File: config.mk
export PLATFORM = sky130hd
export DESIGN_NAME = fpx_status_unit
export DESIGN_NICKNAME = d
export VERILOG_FILES = /design/src/pkg/fpx_pkg.sv /design/src/verilog/fpx_round_mask.sv /design/src/verilog/fpx_status_unit.sv
export VERILOG_INCLUDE_DIRS = /design/src /design/src/pkg
export SDC_FILE = /design/constraint.sdc
export NUM_CORES = 1
export LEC_CHECK = 0
export ABC_CLOCK_PERIOD_IN_PS = 8500
export BUFFER_PORTS_ARGS = -buffer_cell sky130_fd_sc_hd__buf_2
export CAP_MARGIN = 0
export CORE_AREA = 2 2 120 122
export DETAILED_ROUTE_END_ITERATION = 8
export DIE_AREA = 0 0 122 124
export GPL_ROUTABILITY_DRIVEN = 0
export PLACE_DENSITY = 0.81
export SYNTH_ARGS = -nofsm -noshare
export SYNTH_HDL_FRONTEND = slang
export SYNTH_SLANG_ARGS = --single-unit
File: constraint.sdc
create_clock -name clk_sys_i -period 8.5 [get_ports clk_sys_i]
set_clock_uncertainty 0.05 [all_clocks]
set_input_delay 0 -clock clk_sys_i [delete_from_list [all_inputs] [get_ports clk_sys_i]]
set_output_delay 0 -clock clk_sys_i [all_outputs]
set_load 0.05 [all_outputs]
File: src/pkg/fpx_regs.svh
`ifndef FPX_REGS_SVH
`define FPX_REGS_SVH
// ----------------------------------------------------------------
// Register selects for the move port
// ----------------------------------------------------------------
`define FPX_SEL_CTRL 2'h0
`define FPX_SEL_STAT 2'h1
`define FPX_SEL_FIAR 2'h2
// ----------------------------------------------------------------
// Status word field positions
// ----------------------------------------------------------------
`define FPX_CC_LSB 24
`define FPX_QB_LSB 16
`define FPX_CUR_LSB 8
`define FPX_STK_LSB 3
// ----------------------------------------------------------------
// Current fault bit positions (same in enable byte)
// ----------------------------------------------------------------
`define FPX_F_BSUN 7
`define FPX_F_SIGNALLING_NOT_A_NUMBER 6
`define FPX_F_OPERAND_ERROR 5
`define FPX_F_OVERFLOW_BIT 4
`define FPX_F_UNDERFLOW_BIT 3
`define FPX_F_DZ 2
`define FPX_F_SECOND_ROUNDING_LOSS 1
`define FPX_F_FIRST_ROUNDING_LOSS 0
// ----------------------------------------------------------------
// Mantissa precision widths and reset values
// ----------------------------------------------------------------
`define FPX_MANT_EXT 7'h40
`define FPX_MANT_SGL 7'h18
`define FPX_MANT_DBL 7'h35
`define FPX_CTRL_RST 16'h0000
`define FPX_STAT_RST 32'h0000_0000
`define FPX_FIAR_RST 32'h0000_0000
`endif

File: src/pkg/fpx_pkg.sv
package fpx_pkg;
   typedef enum logic [1:0] {
      FPX_ROUND_WIDTH_SELECT_EXT = 2'h0,
      FPX_ROUND_WIDTH_SELECT_SGL = 2'h1,
      FPX_ROUND_WIDTH_SELECT_DBL = 2'h2
   } fpx_round_width_select_e;
   typedef enum logic [2:0] {
      FPX_ST_IDLE = 3'h1,
      FPX_ST_EXEC = 3'h2,
      FPX_ST_DONE = 3'h4
   } fpx_state_e;
endpackage

File: src/verilog/fpx_round_mask.sv
`timescale 1ns/10ps
`include "fpx_regs.svh"
// Forces mantissa bits below the selected precision to zero and clamps the
// exponent into the narrower format's range for register and memory destinations.
module fpx_round_mask (
   input wire logic [1:0] round_width_select_i, // Precision select
   input wire logic mem_dest_i, // Destination is memory
   input wire logic [1:0] mem_fmt_i, // Memory format precision
   input wire logic [63:0] mant_i, // Rounded mantissa
   input wire logic [14:0] exp_i, // Biased extended exponent
   output logic [63:0] mant_o, // Masked mantissa
   output logic [14:0] exp_o, // Range-limited exponent
   output logic [6:0] width_o // Active mantissa width
);
   logic [1:0] eff;
   logic [63:0] keep;
   logic [14:0] lo;
   logic [14:0] hi;
   always_comb begin
      eff = mem_dest_i ? mem_fmt_i : round_width_select_i;
      case (eff)
         fpx_pkg::FPX_ROUND_WIDTH_SELECT_SGL: width_o = `FPX_MANT_SGL;
         fpx_pkg::FPX_ROUND_WIDTH_SELECT_DBL: width_o = `FPX_MANT_DBL;
         default: width_o = `FPX_MANT_EXT;
      endcase
      keep = ~(64'hFFFF_FFFF_FFFF_FFFF >> width_o);
      mant_o = mant_i & keep;
      case (eff)
         fpx_pkg::FPX_ROUND_WIDTH_SELECT_SGL: begin
            lo = 15'h3F81;
            hi = 15'h407E;
         end
         fpx_pkg::FPX_ROUND_WIDTH_SELECT_DBL: begin
            lo = 15'h3C01;
            hi = 15'h43FE;
         end
         default: begin
            lo = 15'h0000;
            hi = 15'h7FFF;
         end
      endcase
      if (exp_i == 15'h7FFF || exp_i == 15'h0000) begin
         exp_o = exp_i;
      end else if (exp_i < lo) begin
         exp_o = lo;
      end else if (exp_i > hi) begin
         exp_o = hi;
      end else begin
         exp_o = exp_i;
      end
   end
endmodule

File: src/verilog/fpx_status_unit.sv
`timescale 1ns/10ps
`include "fpx_regs.svh"
// Notes on behaviour
// - Precision select rounds at 64, 24 or 53 mantissa bits.
// - Result is computed unbounded then rounded to selected precision before storing.
// - Register destination: mantissa bits below precision are zero.
// - Narrow precision to register: exponent held within narrower range.
// - Memory destination ignores precision select, uses destination format.
// - Status word fully read/write; reset or null restore clears it.
// - Class bits updated by arithmetic ops, not by move-multiple or control moves.
// - Class bits: sign, zero, infinity, not-a-number; only eight codes.
// - Equal test is zero bit; unordered test is not-a-number bit.
// - Quotient byte holds seven low bits and sign; persists until cleared.
// - Current fault byte cleared at op start unless op cannot fault.
// - Trap when a current fault bit and its enable bit are both set.
// - Detected exception sets current fault bit even if trap disabled.
// - Software write setting current fault bits never traps.
// - Sticky byte five bits; cleared only by status write, reset, null restore.
// - Most ops, not moves, OR combined current faults into sticky byte.
// - Sticky bits combine current faults per the fixed equations.
// - Sticky bit changes neither raise nor suppress an exception.
// - Trapping instruction loads fault address before it executes.
// - Register moves and move-multiple leave fault address unchanged.
// - Reset or null restore clears fault address.
// - Enable bits prioritised bit 15 highest; only highest reported.
// - Zero mode byte selects extended precision, default rounding.
module fpx_status_unit (
   input wire logic clk_sys_i, // 50 MHz processor clock
   input wire logic rst_n_i, // Synchronous reset, active low
   input wire logic null_restore_i, // Null-state restore pulse
   input wire logic mv_wr_i, // Register move write strobe
   input wire logic [1:0] mv_sel_i, // Register select for move
   input wire logic [31:0] mv_wdata_i, // Move write data
   output logic [31:0] mv_rdata_o, // Move read data
   input wire logic op_start_i, // Instruction start pulse
   input wire logic op_can_fault_i, // Instruction may raise exceptions
   input wire logic op_is_move_i, // Plain or multiple move instruction
   input wire logic op_arith_i, // Arithmetic op on data registers
   input wire logic [31:0] op_addr_i, // Instruction logical address
   input wire logic op_done_i, // Instruction end pulse
   input wire logic [7:0] op_faults_i, // Exceptions detected during op
   input wire logic res_sign_i, // Result negative
   input wire logic res_zero_i, // Result zero
   input wire logic res_inf_i, // Result infinity
   input wire logic res_nan_i, // Result not-a-number
   input wire logic quot_valid_i, // Quotient produced by op
   input wire logic [7:0] quot_i, // Sign and seven low quotient bits
   input wire logic mem_dest_i, // Destination is memory
   input wire logic [1:0] mem_fmt_i, // Memory destination precision
   input wire logic [63:0] mant_i, // Rounded unbounded mantissa
   input wire logic [14:0] exp_i, // Intermediate exponent
   output logic [63:0] mant_o, // Stored mantissa
   output logic [14:0] exp_o, // Stored exponent
   output logic [6:0] round_width_select_width_o, // Active mantissa width
   output logic [1:0] rounding_mode_field_o, // Rounding mode
   output logic same_value_test_o, // Equal condition
   output logic above_test_o, // Greater condition
   output logic below_test_o, // Less condition
   output logic no_order_test_o, // Unordered condition
   output logic trap_o, // Exception trap request pulse
   output logic [2:0] trap_class_o // Highest enabled class index
);
   // ----------------------------------------------------------------
   // State
   // ----------------------------------------------------------------
   typedef struct packed {
      fpx_pkg::fpx_state_e st;
      logic [15:0] ctrl;
      logic [3:0] cls;
      logic [7:0] quot;
      logic [7:0] cur;
      logic [7:0] hw;
      logic [7:0] stk;
      logic [31:0] fiar;
      logic [31:0] rdata;
      logic trap;
      logic [2:0] tcls;
      logic can_fault;
      logic is_move;
   } fpx_state_s;

   fpx_state_s s_r;
   fpx_state_s s_nxt;
   logic [7:0] hit;
   logic [7:0] acc;
   logic [7:0] cur_now;
   logic [31:0] stat_now;

   function automatic logic [7:0] fpx_accrue(input logic [7:0] f);
      logic [7:0] a;
      a = 8'h00;
      a[7] = f[`FPX_F_SIGNALLING_NOT_A_NUMBER] | f[`FPX_F_OPERAND_ERROR];
      a[6] = f[`FPX_F_OVERFLOW_BIT];
      a[5] = f[`FPX_F_UNDERFLOW_BIT] & f[`FPX_F_SECOND_ROUNDING_LOSS];
      a[4] = f[`FPX_F_DZ];
      a[3] = f[`FPX_F_FIRST_ROUNDING_LOSS] | f[`FPX_F_SECOND_ROUNDING_LOSS] | f[`FPX_F_OVERFLOW_BIT];
      return a;
   endfunction

   function automatic logic [2:0] fpx_top(input logic [7:0] v);
      logic [2:0] k;
      k = 3'h0;
      for (int i = 0; i < 8; i++) begin
         if (v[i]) begin
            k = 3'(i);
         end
      end
      return k;
   endfunction

   // ----------------------------------------------------------------
   // Precision datapath
   // ----------------------------------------------------------------
   // Rounding happens upstream on the unbounded result; this stage only
   // narrows what is stored, so no extra rounding error is introduced.
   fpx_round_mask u_mask (
      .round_width_select_i(s_r.ctrl[7:6]),
      .mem_dest_i(mem_dest_i),
      .mem_fmt_i(mem_fmt_i),
      .mant_i(mant_i),
      .exp_i(exp_i),
      .mant_o(mant_o),
      .exp_o(exp_o),
      .width_o(round_width_select_width_o)
   );

   always_comb begin
      s_nxt = s_r;
      s_nxt.trap = 1'b0;
      cur_now = s_r.cur | op_faults_i;
      // The trap looks only at faults the hardware found in this operation, so bits
      // that software loaded into the current fault byte can never trap.
      hit = (s_r.hw | op_faults_i) & s_r.ctrl[15:8];
      acc = fpx_accrue(cur_now);
      stat_now = {4'h0, s_r.cls, s_r.quot, s_r.cur, s_r.stk};
      case (s_r.st)
         fpx_pkg::FPX_ST_IDLE: begin
            if (op_start_i) begin
               s_nxt.st = fpx_pkg::FPX_ST_EXEC;
               s_nxt.can_fault = op_can_fault_i;
               s_nxt.is_move = op_is_move_i;
               if (op_can_fault_i) begin
                  s_nxt.cur = 8'h00;
                  s_nxt.hw = 8'h00;
                  s_nxt.fiar = op_addr_i;
               end
            end
         end
         fpx_pkg::FPX_ST_EXEC: begin
            if (s_r.can_fault) begin
               s_nxt.cur = cur_now;
               s_nxt.hw = s_r.hw | op_faults_i;
            end
            if (op_done_i) begin
               s_nxt.st = fpx_pkg::FPX_ST_IDLE;
               if (op_arith_i) begin
                  s_nxt.cls = {res_sign_i, res_zero_i, res_inf_i, res_nan_i};
               end
               if (quot_valid_i) begin
                  s_nxt.quot = quot_i;
               end
               if (!s_r.is_move && s_r.can_fault) begin
                  s_nxt.stk = s_r.stk | acc;
               end
               // Only hardware-detected faults reach the trap, sticky bits never.
               if (s_r.can_fault && (hit != 8'h00)) begin
                  s_nxt.trap = 1'b1;
                  s_nxt.tcls = fpx_top(hit);
               end
            end
         end
         default: begin
            s_nxt.st = fpx_pkg::FPX_ST_IDLE;
         end
      endcase
      if (mv_wr_i) begin
         case (mv_sel_i)
            `FPX_SEL_CTRL: s_nxt.ctrl = mv_wdata_i[15:0];
            `FPX_SEL_STAT: begin
               s_nxt.cls = mv_wdata_i[27:24];
               s_nxt.quot = mv_wdata_i[23:16];
               // A fault found in the cycle of the write survives it, so no
               // exception record is lost to a racing software write.
               s_nxt.cur = mv_wdata_i[15:8] | (s_nxt.cur & ~s_r.cur);
               s_nxt.stk = {mv_wdata_i[7:3], 3'h0} | (s_nxt.stk & ~s_r.stk);
            end
            `FPX_SEL_FIAR: s_nxt.fiar = mv_wdata_i;
            default: begin
            end
         endcase
      end
      case (mv_sel_i)
         `FPX_SEL_CTRL: s_nxt.rdata = {16'h0000, s_r.ctrl};
         `FPX_SEL_STAT: s_nxt.rdata = stat_now;
         `FPX_SEL_FIAR: s_nxt.rdata = s_r.fiar;
         default: s_nxt.rdata = 32'h0000_0000;
      endcase
   end

   always_ff @(posedge clk_sys_i) begin
      if (!rst_n_i || null_restore_i) begin
         s_r.st <= fpx_pkg::FPX_ST_IDLE;
         s_r.ctrl <= `FPX_CTRL_RST;
         {s_r.cls, s_r.quot, s_r.cur, s_r.stk} <= 28'h000_0000;
         s_r.fiar <= `FPX_FIAR_RST;
         s_r.rdata <= 32'h0000_0000;
         s_r.trap <= 1'b0;
         s_r.tcls <= 3'h0;
         s_r.hw <= 8'h00;
         s_r.can_fault <= 1'b0;
         s_r.is_move <= 1'b0;
      end else begin
         s_r <= s_nxt;
      end
   end

   // ----------------------------------------------------------------
   // Outputs
   // ----------------------------------------------------------------
   assign mv_rdata_o = s_r.rdata;
   assign rounding_mode_field_o = s_r.ctrl[5:4];
   assign same_value_test_o = s_r.cls[2];
   assign no_order_test_o = s_r.cls[0];
   assign above_test_o = ~(s_r.cls[3] | s_r.cls[0] | s_r.cls[2]);
   assign below_test_o = s_r.cls[3] & ~(s_r.cls[0] | s_r.cls[2]);
   assign trap_o = s_r.trap;
   assign trap_class_o = s_r.tcls;
endmodule

==> run metrics <==
outcome complete, no violations; Critical Path Source Type register; Fillers 1035; reg2reg end s_r[66]; fin crit period 4.52 ns; Pre-Repair DR Iteration Count 7; Max-Cap Viols 0; DP Wirelength 13200 µm; die area 15100 µm²; CTS H-tree depth 4; Synthesized Nets 996; TritonCTS buffer count 17; max_slew headroom 0.175; CP Capture Type output pin; Worst-path clk slew 0.06 ns; clock buffer depth 2; vias per cell 5.45; Final Cell Area 9260 µm²; post-CTS sizing 0; Vias 6935; Setup crit end exp_o[8]; unrepaired setup endpoints after global routing no; CTS sink count 121; dpl cell area 7480 µm²; critical path type reg -> out; largest net degree at the start of global routing 108; CTS tree yes; Syn Area/Cell 8.14 µm²; Max FO, Critical Path 24; Core Box Area 13700 µm²; required time worst endpoint 8.45 ns; Port Buffers 256; total number of yosys warnings 0; share of layout cells above drive strength 1 0.276; Final Slew Violations 0; Lkg Pwr 4.37 nW; sw frac 0.302; Post-Route Setup TNS 0 ns; Fin. Hold Viols 0; drt drc 0; register area share after synthesis 0.374; Worst Path Arrival 4.47 ns; Post-synth ARST share 0; R2R cell count 7; Layout Nets 1279; Max rail drop VDD 0.116 mV; reg2reg setup slack 5.69 ns; PnR worst setup slack 3.98 ns; CP startpoint s_r[112]; area leader, netlist dfxtp_1; share of power burned in registers 0.332; Main synth FF type dfxtp_1; P_sw 534 µW; Worst-Margin Slew 1.23 ns; number of flops mapped to enable cells by yosys 0; first-pass GRT wire length 32500 µm; cell area power density 191 nW/µm²; Routed WL per cell 17.0 µm; Syn-to-layout area delta 42.9%; Pint 1.23 mW; Rows 43; DRT iter0 DRCs 574; antenna violations before repair 1; # Post-CTS Setup Buffers 0; final WL 21600 µm; Die Y 124 µm; worst hold slack 0.0768 ns; Logic pwr share 0.221; Yosys top cell area share 0.374; CTS Hold Bufs 113; unique cell type count in the Yosys netlist 47; clk root buf clkbuf_16; endpoints failing setup 0; mapped cell area 6480 µm²; Clock Latency Late Sink 0.42 ns; Clock Power Share 0.447; fmax 0.221 GHz; gr usage total 0.274; vias in the first global route 6583; hold crit path type in -> reg; top cells by area, synth dfxtp_1 (37%), mux2i_1 (10%), nor2_1 (6.7%); register bit count reported by yosys 121; synthesized instance count 796; Initial Util 0.473; reg2reg start s_r[123]; I/O pins 306; dpl ws 4.41 ns; DIE WIDTH 122 µm; Final ANT Viol Nets 0; grt ovf 0; crit share post-route 0.532
## Yosys cell counts, drive strengths merged, types with 3 or more instances
cell      n
dfxtp   121
nor2    116
nand2    66
clkbuf   65
mux2i    65
a21oi    49
buf      46
a211oi   44
nor2b    37
ha       22
o21ai    22
a22oi    17
and2     14
a31oi    12
nand3    10
o21a     10
or3      10
inv       9
nor3      9
and3      6
nor3b     6
nor4      5
a211o     3
a21boi    3
a221oi    3
nand2b    3
nand4     3
## placed cells by master (no fill, tap or decap), types with 4 or more instances in the layout
cell type	count
or3_1	10
bufinv_16	4
nand2_1	65
buf_2	256
clkbuf_8	4
nor3_1	9
dfxtp_1	121
nand3_1	9
dlygate4sd3_1	113
a22oi_1	17
and3_1	6
o21ai_0	21
clkinvlp_4	4
clkbuf_16	17
a21oi_1	49
nor3b_1	6
o21a_1	10
buf_4	6
nor2_1	116
mux2i_1	65
a211oi_1	44
inv_1	9
and2_1	14
ha_1	22
a31oi_1	12
nor2b_1	36
nor4_1	5
## per-stage QoR
stage                     power (mW)  cells   util
final                           1.77   1273  0.675
after global routing            1.83   1273  0.675
after CTS                       1.77   1272  0.675
after detailed placement       0.922   1127  0.545
after global placement         0.918   1127  0.545
after floorplan                0.849    796      -
## critical path: stages (launching register included)
cell     delay (ns)
dfxtp_1        0.32
mux2i_1        0.18
inv_1          0.07
ha_1           0.75
inv_1          0.35
ha_1           0.42
or4b_4         0.48
o41ai_2        0.30
o21ai_1        0.13
o31a_4         0.19
or3_1          0.36
a31oi_1        0.19
buf_2          0.30
## worst min path at each step
| stage | startpoint | end | slack [ns] | cells past startpoint |
|---|---|---|---|---|
| floorplan | mv_wdata_i[0] | s_r[106] | 0.09 | 2 |
| global placement | mant_i[40] | mant_o[40] | -0.05 | 0 |
| detailed placement | mant_i[40] | mant_o[40] | -0.05 | 0 |
| CTS | op_done_i | s_r[123] | 0.05 | 4 |
| global route | op_done_i | s_r[123] | 0.09 | 4 |
| finish | op_done_i | s_r[123] | 0.08 | 4 |
## power by group through the flow
stage / clock [mW] / combinational (mW) / sequential [mW]
after floorplan: 0 / 0.252 / 0.597
after global placement: 0 / 0.321 / 0.597
after detailed placement: 0 / 0.324 / 0.598
after CTS: 0.794 / 0.386 / 0.586
after global routing: 0.821 / 0.417 / 0.587
final: 0.790 / 0.391 / 0.586
## cell type report
cell class	instances	area, µm²	share of cell area
diodes	1	2.50	0.000270
clock buffers	22	484	0.0523
clock inverters	10	164	0.0177
inverters	9	33.8	0.00365
multi-input cells	555	3470	0.375
flip-flops and latches	121	2420	0.261
well taps	180	225	0.0243
repair buffers	375	2460	0.265
## per-layer routing
metal / wire (µm) / global-route usage
met3: 1510 / 0.0531
met1: 8660 / 0.324
met2: 10800 / 0.482
met5: 0 / 0
met4: 639 / 0.124
## cells by family (layout without fill, tap and decap cells)
logic type	count (synthesis)	count (layout)	share of synthesized area
compound gates	176	176	0.179
fa+ha+maj	22	22	0.0425
buf+inv	120	416	0.0930
flops	121	121	0.374
mux	65	65	0.100
other cells	1	2	0.000578
simple gates	291	291	0.211
## flip-flops by register name, indices dropped and copies added, names as in the netlist
| name | flops |
|---|---|
| s_r | 81 |
| mv_rdata_o | 32 |
| trap_class_o | 3 |
| rounding_mode_field_o | 2 |
| no_order_test_o | 1 |
| same_value_test_o | 1 |
| trap_o | 1 |
Power figures use the tool's default switching activity.
